<file path="src/core/evcfg_pkg.sv">
/*
 * Constants for the event input control block: register offset, field
 * positions, reset value and sampling timing.
 * Assumes a 50 MHz core clock.
 */
package evcfg_pkg;
   localparam logic [7:0] EVCFG_CTRL_OFFSET    = 8'h15;
   localparam logic [7:0] EVCFG_CTRL_RESET     = 8'h00;
   localparam logic [7:0] EVCFG_CTRL_WR_MASK   = 8'hF1;
   localparam int         EVCFG_DELAY_EN_BIT   = 7;
   localparam int         EVCFG_POLARITY_BIT   = 6;
   localparam int         EVCFG_FILTER_HI_BIT  = 5;
   localparam int         EVCFG_FILTER_LO_BIT  = 4;
   localparam int         EVCFG_SYNC_BIT       = 0;
   localparam logic [1:0] EVCFG_FILT_NONE      = 2'h0;
   localparam logic [1:0] EVCFG_FILT_256HZ     = 2'h1;
   localparam logic [1:0] EVCFG_FILT_64HZ      = 2'h2;
   localparam logic [1:0] EVCFG_FILT_8HZ       = 2'h3;
   localparam int         EVCFG_CLK_MHZ        = 50;
   localparam int         EVCFG_SP_256HZ_US    = 3900;
   localparam int         EVCFG_SP_64HZ_US     = 15600;
   localparam int         EVCFG_SP_8HZ_US      = 125000;
   localparam int         EVCFG_SP_256HZ_CYC   = EVCFG_SP_256HZ_US * EVCFG_CLK_MHZ;
   localparam int         EVCFG_SP_64HZ_CYC    = EVCFG_SP_64HZ_US * EVCFG_CLK_MHZ;
   localparam int         EVCFG_SP_8HZ_CYC     = EVCFG_SP_8HZ_US * EVCFG_CLK_MHZ;
   localparam int         EVCFG_CNT_W          = 23;
endpackage : evcfg_pkg

</file>
<file path="src/core/evcfg_event_input.sv">
/*
 * Event input control register with polarity, optional sampling filter
 * and clock output switch-off delay enable.
 * Assumes all inputs are synchronous to core_clk and the register write
 * strobe comes from the serial bus slave outside this block.
 */
// Summary of operation
// - STOP: immediate off, or delayed when enabled
// - Polarity zero: falling edge or low level
// - Polarity one: rising edge or high level
// - Nonzero filter field samples pin periodically
// - Filter field zero: plain edge detection
// - Setting 01 samples every 3.9 ms
// - Setting 11 samples every 125 ms
// - Setting 10 samples every 15.6 ms
// - Unused register bits read as zero
`timescale 1ns/1ns
`default_nettype none
module evcfg_event_input
   import evcfg_pkg::*;
#(
   parameter int SP_256HZ_CYC = evcfg_pkg::EVCFG_SP_256HZ_CYC,
   parameter int SP_64HZ_CYC  = evcfg_pkg::EVCFG_SP_64HZ_CYC,
   parameter int SP_8HZ_CYC   = evcfg_pkg::EVCFG_SP_8HZ_CYC
) (
   input  wire logic       core_clk,
   input  wire logic       reset,
   input  wire logic       reg_wr,
   input  wire logic [7:0] reg_addr,
   input  wire logic [7:0] reg_wdata,
   output logic      [7:0] reg_rdata,
   input  wire logic       external_event_input_pin,
   input  wire logic       i2c_stop,
   input  wire logic       clock_out_delay_select,
   output logic            clock_output_pin_off_pulse,
   output logic            clock_output_pin_delay_start,
   output logic            clock_output_pin_delay_sel,
   output logic            event_sync_bit,
   output logic            event_pulse,
   output logic            event_level
);
   import evcfg_pkg::*;

   // ********************************************************
   // Register
   // ********************************************************
   logic [7:0]             ctrl_reg;
   logic [1:0]             event_filter_time;
   logic                   event_polarity_select;
   logic                   clock_out_stop_delay_enable;
   logic                   wr_hit;

   assign event_filter_time           = ctrl_reg[EVCFG_FILTER_HI_BIT:EVCFG_FILTER_LO_BIT];
   assign event_polarity_select       = ctrl_reg[EVCFG_POLARITY_BIT];
   assign clock_out_stop_delay_enable = ctrl_reg[EVCFG_DELAY_EN_BIT];
   assign wr_hit                      = reg_wr && (reg_addr == EVCFG_CTRL_OFFSET);

   always_ff @(posedge core_clk) begin
      if (reset) begin
         ctrl_reg <= EVCFG_CTRL_RESET;
      end else if (wr_hit) begin
         ctrl_reg <= reg_wdata & EVCFG_CTRL_WR_MASK;
      end
   end

   assign reg_rdata      = ctrl_reg;
   assign event_sync_bit = ctrl_reg[EVCFG_SYNC_BIT];

   // ********************************************************
   // Clock output switch-off after STOP
   // ********************************************************
   logic clock_output_pin_off_reg;
   logic delay_start_reg;
   logic delay_sel_reg;

   always_ff @(posedge core_clk) begin
      if (reset) begin
         clock_output_pin_off_reg  <= 1'b0;
         delay_start_reg <= 1'b0;
         delay_sel_reg   <= 1'b0;
      end else begin
         clock_output_pin_off_reg  <= i2c_stop && !clock_out_stop_delay_enable;
         delay_start_reg <= i2c_stop && clock_out_stop_delay_enable;
         if (i2c_stop && clock_out_stop_delay_enable) begin
            delay_sel_reg <= clock_out_delay_select;
         end
      end
   end

   assign clock_output_pin_off_pulse   = clock_output_pin_off_reg;
   assign clock_output_pin_delay_start = delay_start_reg;
   assign clock_output_pin_delay_sel   = delay_sel_reg;

   // ********************************************************
   // Sampling timebase
   // ********************************************************
   function automatic logic [EVCFG_CNT_W-1:0] period_last(input logic [1:0] code);
      case (code)
         EVCFG_FILT_256HZ: period_last = EVCFG_CNT_W'(SP_256HZ_CYC - 1);
         EVCFG_FILT_64HZ:  period_last = EVCFG_CNT_W'(SP_64HZ_CYC - 1);
         EVCFG_FILT_8HZ:   period_last = EVCFG_CNT_W'(SP_8HZ_CYC - 1);
         default:          period_last = '0;
      endcase
   endfunction : period_last

   logic [EVCFG_CNT_W-1:0] samp_cnt_reg;
   logic                   tick;

   assign tick = (event_filter_time != EVCFG_FILT_NONE) && (samp_cnt_reg == '0);

   always_ff @(posedge core_clk) begin
      if (reset || (event_filter_time == EVCFG_FILT_NONE)) begin
         samp_cnt_reg <= '0;
      end else if (samp_cnt_reg == '0) begin
         samp_cnt_reg <= period_last(event_filter_time);
      end else begin
         samp_cnt_reg <= samp_cnt_reg - 1'b1;
      end
   end

   // ********************************************************
   // Event detection
   // ********************************************************
   logic pin_reg;
   logic sample_reg;
   logic pulse_reg;
   logic level_reg;
   logic fall_seen;
   logic rise_seen;
   logic samp_now;

   assign fall_seen = tick ? (sample_reg && !pin_reg) : 1'b0;
   assign rise_seen = tick ? (!sample_reg && pin_reg) : 1'b0;
   assign samp_now  = tick ? pin_reg : sample_reg;

   always_ff @(posedge core_clk) begin
      if (reset) begin
         pin_reg <= 1'b0;
      end else begin
         pin_reg <= external_event_input_pin;
      end
   end

   always_ff @(posedge core_clk) begin
      if (reset) begin
         sample_reg <= 1'b0;
      end else if (tick || (event_filter_time == EVCFG_FILT_NONE)) begin
         sample_reg <= pin_reg;
      end
   end

   always_ff @(posedge core_clk) begin
      if (reset) begin
         pulse_reg <= 1'b0;
         level_reg <= 1'b0;
      end else if (event_filter_time == EVCFG_FILT_NONE) begin
         pulse_reg <= event_polarity_select ? (!pin_reg && external_event_input_pin)
                                            : (pin_reg && !external_event_input_pin);
         level_reg <= 1'b0;
      end else begin
         pulse_reg <= event_polarity_select ? rise_seen : fall_seen;
         level_reg <= (samp_now == event_polarity_select);
      end
   end

   assign event_pulse = pulse_reg;
   assign event_level = level_reg;

   // ********************************************************
   // Checks
   // ********************************************************
   logic [EVCFG_CNT_W-1:0] gap_reg;
   logic                   et_chg_reg;

   always_ff @(posedge core_clk) begin
      if (reset || tick) begin
         gap_reg    <= '0;
         et_chg_reg <= reset || wr_hit;
      end else begin
         gap_reg    <= gap_reg + 1'b1;
         et_chg_reg <= et_chg_reg || wr_hit;
      end
   end

   a_reserved_zero: assert property (@(posedge core_clk) disable iff (reset)
      ctrl_reg[3:1] == 3'h0) else $error("reserved bits not zero");
   a_write_takes: assert property (@(posedge core_clk) disable iff (reset)
      wr_hit |=> ctrl_reg == ($past(reg_wdata) & 8'hF1)) else $error("write lost");
   a_fall_edge: assert property (@(posedge core_clk) disable iff (reset)
      (ctrl_reg[5:4] == 2'h0 && !ctrl_reg[6] && pin_reg && !external_event_input_pin)
      |=> event_pulse) else $error("falling edge missed");
   a_rise_edge: assert property (@(posedge core_clk) disable iff (reset)
      (ctrl_reg[5:4] == 2'h0 && ctrl_reg[6] && !pin_reg && external_event_input_pin)
      |=> event_pulse) else $error("rising edge missed");
   a_nofilt_level: assert property (@(posedge core_clk) disable iff (reset)
      ctrl_reg[5:4] == 2'h0 |=> !event_level) else $error("level in edge mode");
   a_filt_on_tick: assert property (@(posedge core_clk) disable iff (reset)
      (ctrl_reg[5:4] != 2'h0 && !tick) |=> !event_pulse) else $error("pulse off tick");
   a_period_256: assert property (@(posedge core_clk) disable iff (reset)
      (tick && !et_chg_reg && ctrl_reg[5:4] == 2'h1)
      |-> gap_reg == EVCFG_CNT_W'(SP_256HZ_CYC - 1)) else $error("bad 256 Hz period");
   a_period_64: assert property (@(posedge core_clk) disable iff (reset)
      (tick && !et_chg_reg && ctrl_reg[5:4] == 2'h2)
      |-> gap_reg == EVCFG_CNT_W'(SP_64HZ_CYC - 1)) else $error("bad 64 Hz period");
   a_period_8: assert property (@(posedge core_clk) disable iff (reset)
      (tick && !et_chg_reg && ctrl_reg[5:4] == 2'h3)
      |-> gap_reg == EVCFG_CNT_W'(SP_8HZ_CYC - 1)) else $error("bad 8 Hz period");
   a_stop_now: assert property (@(posedge core_clk) disable iff (reset)
      (i2c_stop && !ctrl_reg[7]) |=> clock_output_pin_off_pulse && !clock_output_pin_delay_start)
      else $error("immediate switch-off missing");
   a_stop_delay: assert property (@(posedge core_clk) disable iff (reset)
      (i2c_stop && ctrl_reg[7]) |=> !clock_output_pin_off_pulse && clock_output_pin_delay_start
      && clock_output_pin_delay_sel == $past(clock_out_delay_select))
      else $error("delayed switch-off missing");

   c_edge_event: cover property (@(posedge core_clk) disable iff (reset)
      ctrl_reg[5:4] == 2'h0 && event_pulse);
   c_filt_event: cover property (@(posedge core_clk) disable iff (reset)
      ctrl_reg[5:4] != 2'h0 && event_pulse);
   c_level_event: cover property (@(posedge core_clk) disable iff (reset) event_level);
   c_delay_stop: cover property (@(posedge core_clk) disable iff (reset) clock_output_pin_delay_start);
endmodule : evcfg_event_input
`default_nettype wire

</file>
<file path="config.mk">
export PLATFORM = sky130hd
export DESIGN_NAME = evcfg_event_input
export DESIGN_NICKNAME = d
export VERILOG_FILES = /design/src/core/evcfg_pkg.sv /design/src/core/evcfg_event_input.sv
export SDC_FILE = /design/constraint.sdc
export NUM_CORES = 1
export LEC_CHECK = 0
export BUFFER_PORTS_ARGS = -buffer_cell sky130_fd_sc_hd__buf_2
export CAP_MARGIN = 30
export CORE_MARGIN = 4
export CORE_UTILIZATION = 53
export CTS_CLUSTER_DIAMETER = 50
export DETAILED_ROUTE_END_ITERATION = 16
export PLACE_DENSITY = 0.78
export SLEW_MARGIN = 5
export SYNTH_ARGS = -nofsm -noshare
export SYNTH_HDL_FRONTEND = slang
export SYNTH_SLANG_ARGS = --single-unit
</file>
<file path="constraint.sdc">
create_clock -name core_clk -period 2.4 [get_ports core_clk]
set_input_delay 0.24 -clock core_clk [delete_from_list [all_inputs] [get_ports core_clk]]
set_output_delay 0.24 -clock core_clk [all_outputs]
set_load 0.05 [all_outputs]
</file>
# --- After elaboration in Yosys (flattened, before gate mapping) ---
# Cells that the tools add are included.
classes:
  muxes: 8
  reduce_logical: 18
  n_eq_ne: 5
  addsub: 1
op_table:
  columns: ["op", "count"]
  rows:
  - ["$pmux W23 S3", 1]
  - ["$logic_not A23 Y1", 1]
  - ["$mux W23", 1]
  - ["$sub A23 B1 Y23 const B", 1]
  - ["$eq A8 B5 Y1 const B", 1]
  - ["$logic_and A1 B1 Y1", 8]
  - ["$mux W1", 6]
  - ["$eq A2 B2 Y1 const B", 2]
  - ["$logic_not A1 Y1", 4]
  - ["$eq A2 B1 Y1 const B", 1]
  - ["$logic_not A2 Y1", 1]
  - ["$logic_or A1 B1 Y1", 2]
  - ["$reduce_bool A2 Y1", 1]
  - ["$reduce_or A2 Y1", 1]
  - ["$eq A1 B1 Y1", 1]
totals:
  output_inout_bits: 14
  inputBits: 22
  regBits: 35

# --- Depth between registers and ports, before layout ---
depth:
  word_depth: 5
  depth_mapped: 8
  mapped_depth_nobuf: 7

# --- Worst setup path before layout ---
# No wires, ideal clock.
synth_path:
  path_type: "reg-to-reg"
  startpoint: "register ctrl_reg[4] (netlist: reg_rdata[4])"
  endpoint: "register samp_cnt_reg[10]"
  path_slack_ns: 0.210
  stages_incl_launch_ff: 8
  arrival_ns: 2.115
  required_time_ns: 2.325
  n_path_buf: 0
  setup_time_ns: 0.075
  cell_sequence: "dfxtp_1 -> inv_1 -> ha_1 -> nor2_1 -> nand3_1 -> nor4_1 -> o21ai_0 -> o21ai_0"
synth_between:
  elab_chain_cells: 3
  word_cells_on_any_way: 7
  classes_between: "3 x eq/ne; 2 x mux; 2 x reduce/logical"
synth_lines:
  columns: ["item", "line_no", "source"]
  rows:
  - ["from (decl)", "evcfg_event_input.sv:47", "logic [7:0] ctrl_reg;"]
  - ["from (signal assigned)", "evcfg_event_input.sv:62", "ctrl_reg <= reg_wdata & EVCFG_CTRL_WR_MASK;"]
  - ["$eq A2 B2 Y1 / $eq A2 B1 Y1 (equally long branches)", "evcfg_event_input.sv:98", "case (code)"]
  - ["$pmux W23 S3", "evcfg_event_input.sv:98", null]
  - ["$mux W23", "evcfg_event_input.sv:114", "end else if (samp_cnt_reg == '0) begin"]
  - ["to (signal assigned)", "evcfg_event_input.sv:115", "samp_cnt_reg <= period_last(event_filter_time);"]
  - ["to (signal assigned)", "evcfg_event_input.sv:117", "samp_cnt_reg <= samp_cnt_reg - 1'b1;"]
  - ["to (decl)", "evcfg_event_input.sv:106", "logic [EVCFG_CNT_W-1:0] samp_cnt_reg;"]
# Several ways; a longest one is shown, not always the timed one.
# A chain may end at the register's enable or synchronous reset.

# --- Worst setup path in the final report ---
layout_path:
  startpoint: "register samp_cnt_reg[0]"
  endpoint: "register samp_cnt_reg[10]"
layout_between:
  elab_chain_cells: 2
  word_cells_on_any_way: 3
  classes_between: "1 x add/sub; 1 x mux; 1 x reduce/logical"
layout_lines:
  columns: ["item", "line_no"]
  rows:
  - ["$sub A23 B1 Y23 / $logic_not A23 Y1 (equally long branches)", "evcfg_event_input.sv:117, evcfg_event_input.sv:114"]
  - ["$mux W23 *", "evcfg_event_input.sv:114"]
# Every way passes the cells marked *; elsewhere a longest branch is shown, timed or not.

==> results.py <==
metrics = {
    "setup_path": {
        "worstSetupEndpointType": "flop",
        "r2r_setup_slack_ps": 290,
        "cp_slowest_stage_delay_ps": 440,
        "cp_data_arrival_time_ps": 2380,
        "r2r_end": "samp_cnt_reg[10]$_SDFF_PP0_",
        "r2r_start": "samp_cnt_reg[0]$_SDFF_PP0_",
        "critical_path.max_fanout": 5,
        "crit_required_ps": 2670,
        "reg2reg_depth": 8,
        "worstSetupPathType": "flop to flop",
        "slowest_stage": "nor4_1",
        "start_kind": "flop",
        "crit_top_cell": "o21ai_0",
        "path_cells": "inv_1 -> ha_1 -> nor3b_1 -> buf_4 -> nand3_1 -> nor4_1 -> o21ai_0 -> o21ai_0",
    },
    "finish": {
        "drive_gt1_share_pct": 20.5,
        "largest_reg_flops": 23,
        "syn_to_final_growth_pct": 17.2,
        "nets": 266,
        "instances_no_fill": 283,
        "diodes": 0,
        "final_core_util_pct": 65.4,
    },
    "global_routing": {
        "antenna_found_initial": 0,
        "grt_max_degree": 14,
        "grt_pass1_vias": 1466,
        "overflow": 0,
        "grt_pass1_wl_um": 6440,
        "grt_util_all_layers_pct": 19.7,
    },
    "min_path": {
        "hp-class": "input port to flop",
        "hold_path_depth": 3,
        "hold_end": "reg_rdata[7]$_SDFFE_PP0P_",
        "min_from": "reg_wdata[7]",
    },
    "synth": {
        "synthArstFlopShare_pct": 0,
        "ys_seq_area_share_pct": 40.8,
        "syn_avg_cell_area_sq_um": 8.64,
        "synth_top_area_cell": "dfxtp_1",
        "synth_edf_count": 0,
        "yosys_register_bits": 35,
        "synth_commonest_cells": "35 x dfxtp_1, 25 x nor2_1, 13 x a21oi_1",
        "synthFlopType": "dfxtp_1",
        "yosysWarnings": 0,
        "yosysTopAreaCellShare_pct": 40.8,
        "synth_area_sq_mm": 0.00172,
        "synth.most_common_cell": "dfxtp_1",
        "syn_inst": 199,
        "synth.distinct_cells": 39,
        "synth_area_leaders": "dfxtp_1 41%, nor2_1 5.5%, xor2_1 5.1%, ha_1 4.4%, mux2i_1 4.1%",
    },
    "placed_design": {
        "pre_cts_slack_ps": 318,
        "port_buffers": 29,
        "hpwl_um": 2790,
        "routabilityCongestion": 0.812,
        "place_inst": 275,
    },
    "detailed_routing": {
        "wire_per_inst_um": 12.8,
        "wl_um": 3620,
        "ant_nets": 0,
        "dr.pass1.iters": 4,
        "drc_errors": 0,
        "via_per_inst": 5.37,
        "vias": 1521,
        "drtIter0Drc": 71,
    },
    "cts": {
        "path_clk_slew_ps": 100,
        "root_buffer": "clkbuf_4",
        "clock_path_buffers": 2,
        "cts_setup_buffers": 0,
        "cts_hold_buf": 0,
        "insertion_delay_ps": 340,
        "cts_buffers": 5,
        "cts_tree": "done",
        "cts_resized": 0,
        "htreeDepth": 2,
        "clock-sinks": 35,
    },
    "floorplan": {
        "die-area_sq_mm": 0.00422,
        "die_width_um": 65.0,
        "row_count": 20,
        "initial_core_util_pct": 55.9,
        "core_sq_mm": 0.00308,
        "dieHeight_um": 65.0,
        "io_pins": 36,
    },
    "sta": {
        "timing.final.crit_share_pct": 87.9,
        "timing.final.ws_setup_ps": 290,
        "final_max_slew_viol_count": 0,
        "finalCriticalPeriod_ps": 2110,
        "rsz0062_at_grt": "false",
        "fmax_mhz": 474,
        "fin_setup_tns_ps": 0,
        "tightest_slew_ps": 518,
        "whs_ps": 122,
        "final-hold-violation-count": 0,
        "skew_ps": 7.49,
        "relSlewSlack_pct": 65.2,
        "setup_viol": 0,
    },
    "power_and_ir_drop": {
        "p_leak_nw": 1.04,
        "power.density_mw_per_mm2": 494,
        "vdd_drop_max_mv": 0.323,
    },
    "flow_run": {
        "cap_violations": 0,
    },
    "status": {
        "status": "completed",
    },
}
==> area by class of cell <==
cell class              instances  area, sq um
repair buffers                 36          198
clock buffers                   7         65.1
well taps                      44         55.1
inverters                       9         33.8
clock inverters                 1         7.51
multi-input cells             151          955
flip-flops and latches         35          701
fillers                       275         1060
==> cell families (layout without fill, tap and decap cells) <==
| family | after synthesis | count (layout) | synth area share (%) |
|---|---|---|---|
| adder cells (fa/ha/maj) | 6 | 6 | 4.37 |
| flip-flops | 35 | 35 | 40.8 |
| AO/OA/AOI/OAI | 33 | 33 | 11.2 |
| buffers and inverters | 15 | 53 | 4.15 |
| AND/OR/NAND/NOR | 85 | 85 | 26.6 |
| other | 1 | 3 | 0.218 |
| XOR/XNOR | 17 | 17 | 8.66 |
| multiplexers | 7 | 7 | 4.08 |
==> worst max path at each step <==
stage	from	end	slack, ps	depth (start not counted)
after floorplan	reg_rdata[4]$_SDFFE_PP0P_	samp_cnt_reg[10]$_SDFF_PP0_	210	7
after global placement	samp_cnt_reg[0]$_SDFF_PP0_	samp_cnt_reg[10]$_SDFF_PP0_	380	8
after detailed placement	samp_cnt_reg[0]$_SDFF_PP0_	samp_cnt_reg[10]$_SDFF_PP0_	320	8
after CTS	samp_cnt_reg[0]$_SDFF_PP0_	samp_cnt_reg[10]$_SDFF_PP0_	300	8
after global routing	samp_cnt_reg[0]$_SDFF_PP0_	samp_cnt_reg[10]$_SDFF_PP0_	60	8
final	samp_cnt_reg[0]$_SDFF_PP0_	samp_cnt_reg[10]$_SDFF_PP0_	290	8
==> where the power goes <==
part / leakage [nW] / internal, mW / switching [mW]
sequential: 0.283 / 0.583 / 0.00178
clock: 0.0375 / 0.171 / 0.195
combinational: 0.724 / 0.0165 / 0.0275
total: 1.04 / 0.771 / 0.225
==> cell usage in the layout (no fill, tap or decap), types with 2 or more instances in the layout <==
master,n
nand3_1,5
a21oi_1,13
nor2_1,25
buf_4,7
dfxtp_1,35
nor3_1,12
nor4_1,7
ha_1,6
inv_1,9
clkbuf_8,2
o21ai_0,10
or4_1,3
conb_1,3
a311oi_1,2
a31oi_1,2
or2_1,2
nor3b_1,3
clkbuf_4,5
xor2_1,10
xnor2_1,7
nand4_1,4
or3_1,5
mux2i_1,7
buf_2,29
nand2_1,9
==> metrics by stage <==
step           power, mW  cell area, sq um
2_1_floorplan      0.628              1730
3_3_place_gp       0.642              1940
3_5_place_dp       0.643              1940
4_1_cts             1.01              2010
5_1_grt             1.04              2010
6_report           0.996              2010
==> layer usage <==
metal	share of wire, %	wire length [um]	GRT usage, %	vias up
met3	4.4	160	4.16	6
met4	1.1	41	8.71	0
met5	0	0	0	-
met1	46	1670	24.1	709
met2	48	1750	33.0	25
li1	-	-	-	781
==> critical path, delay by kind of cell (launching register included) <==
kind	cells	cell delay (ps)
DFF	1	360
adders and majority gates	1	200
buffers and inverters	2	240
AOI/OAI and AO/OA	2	400
and+or+nand+nor	3	850
No activity file was read; power rests on OpenSTA's default activity.
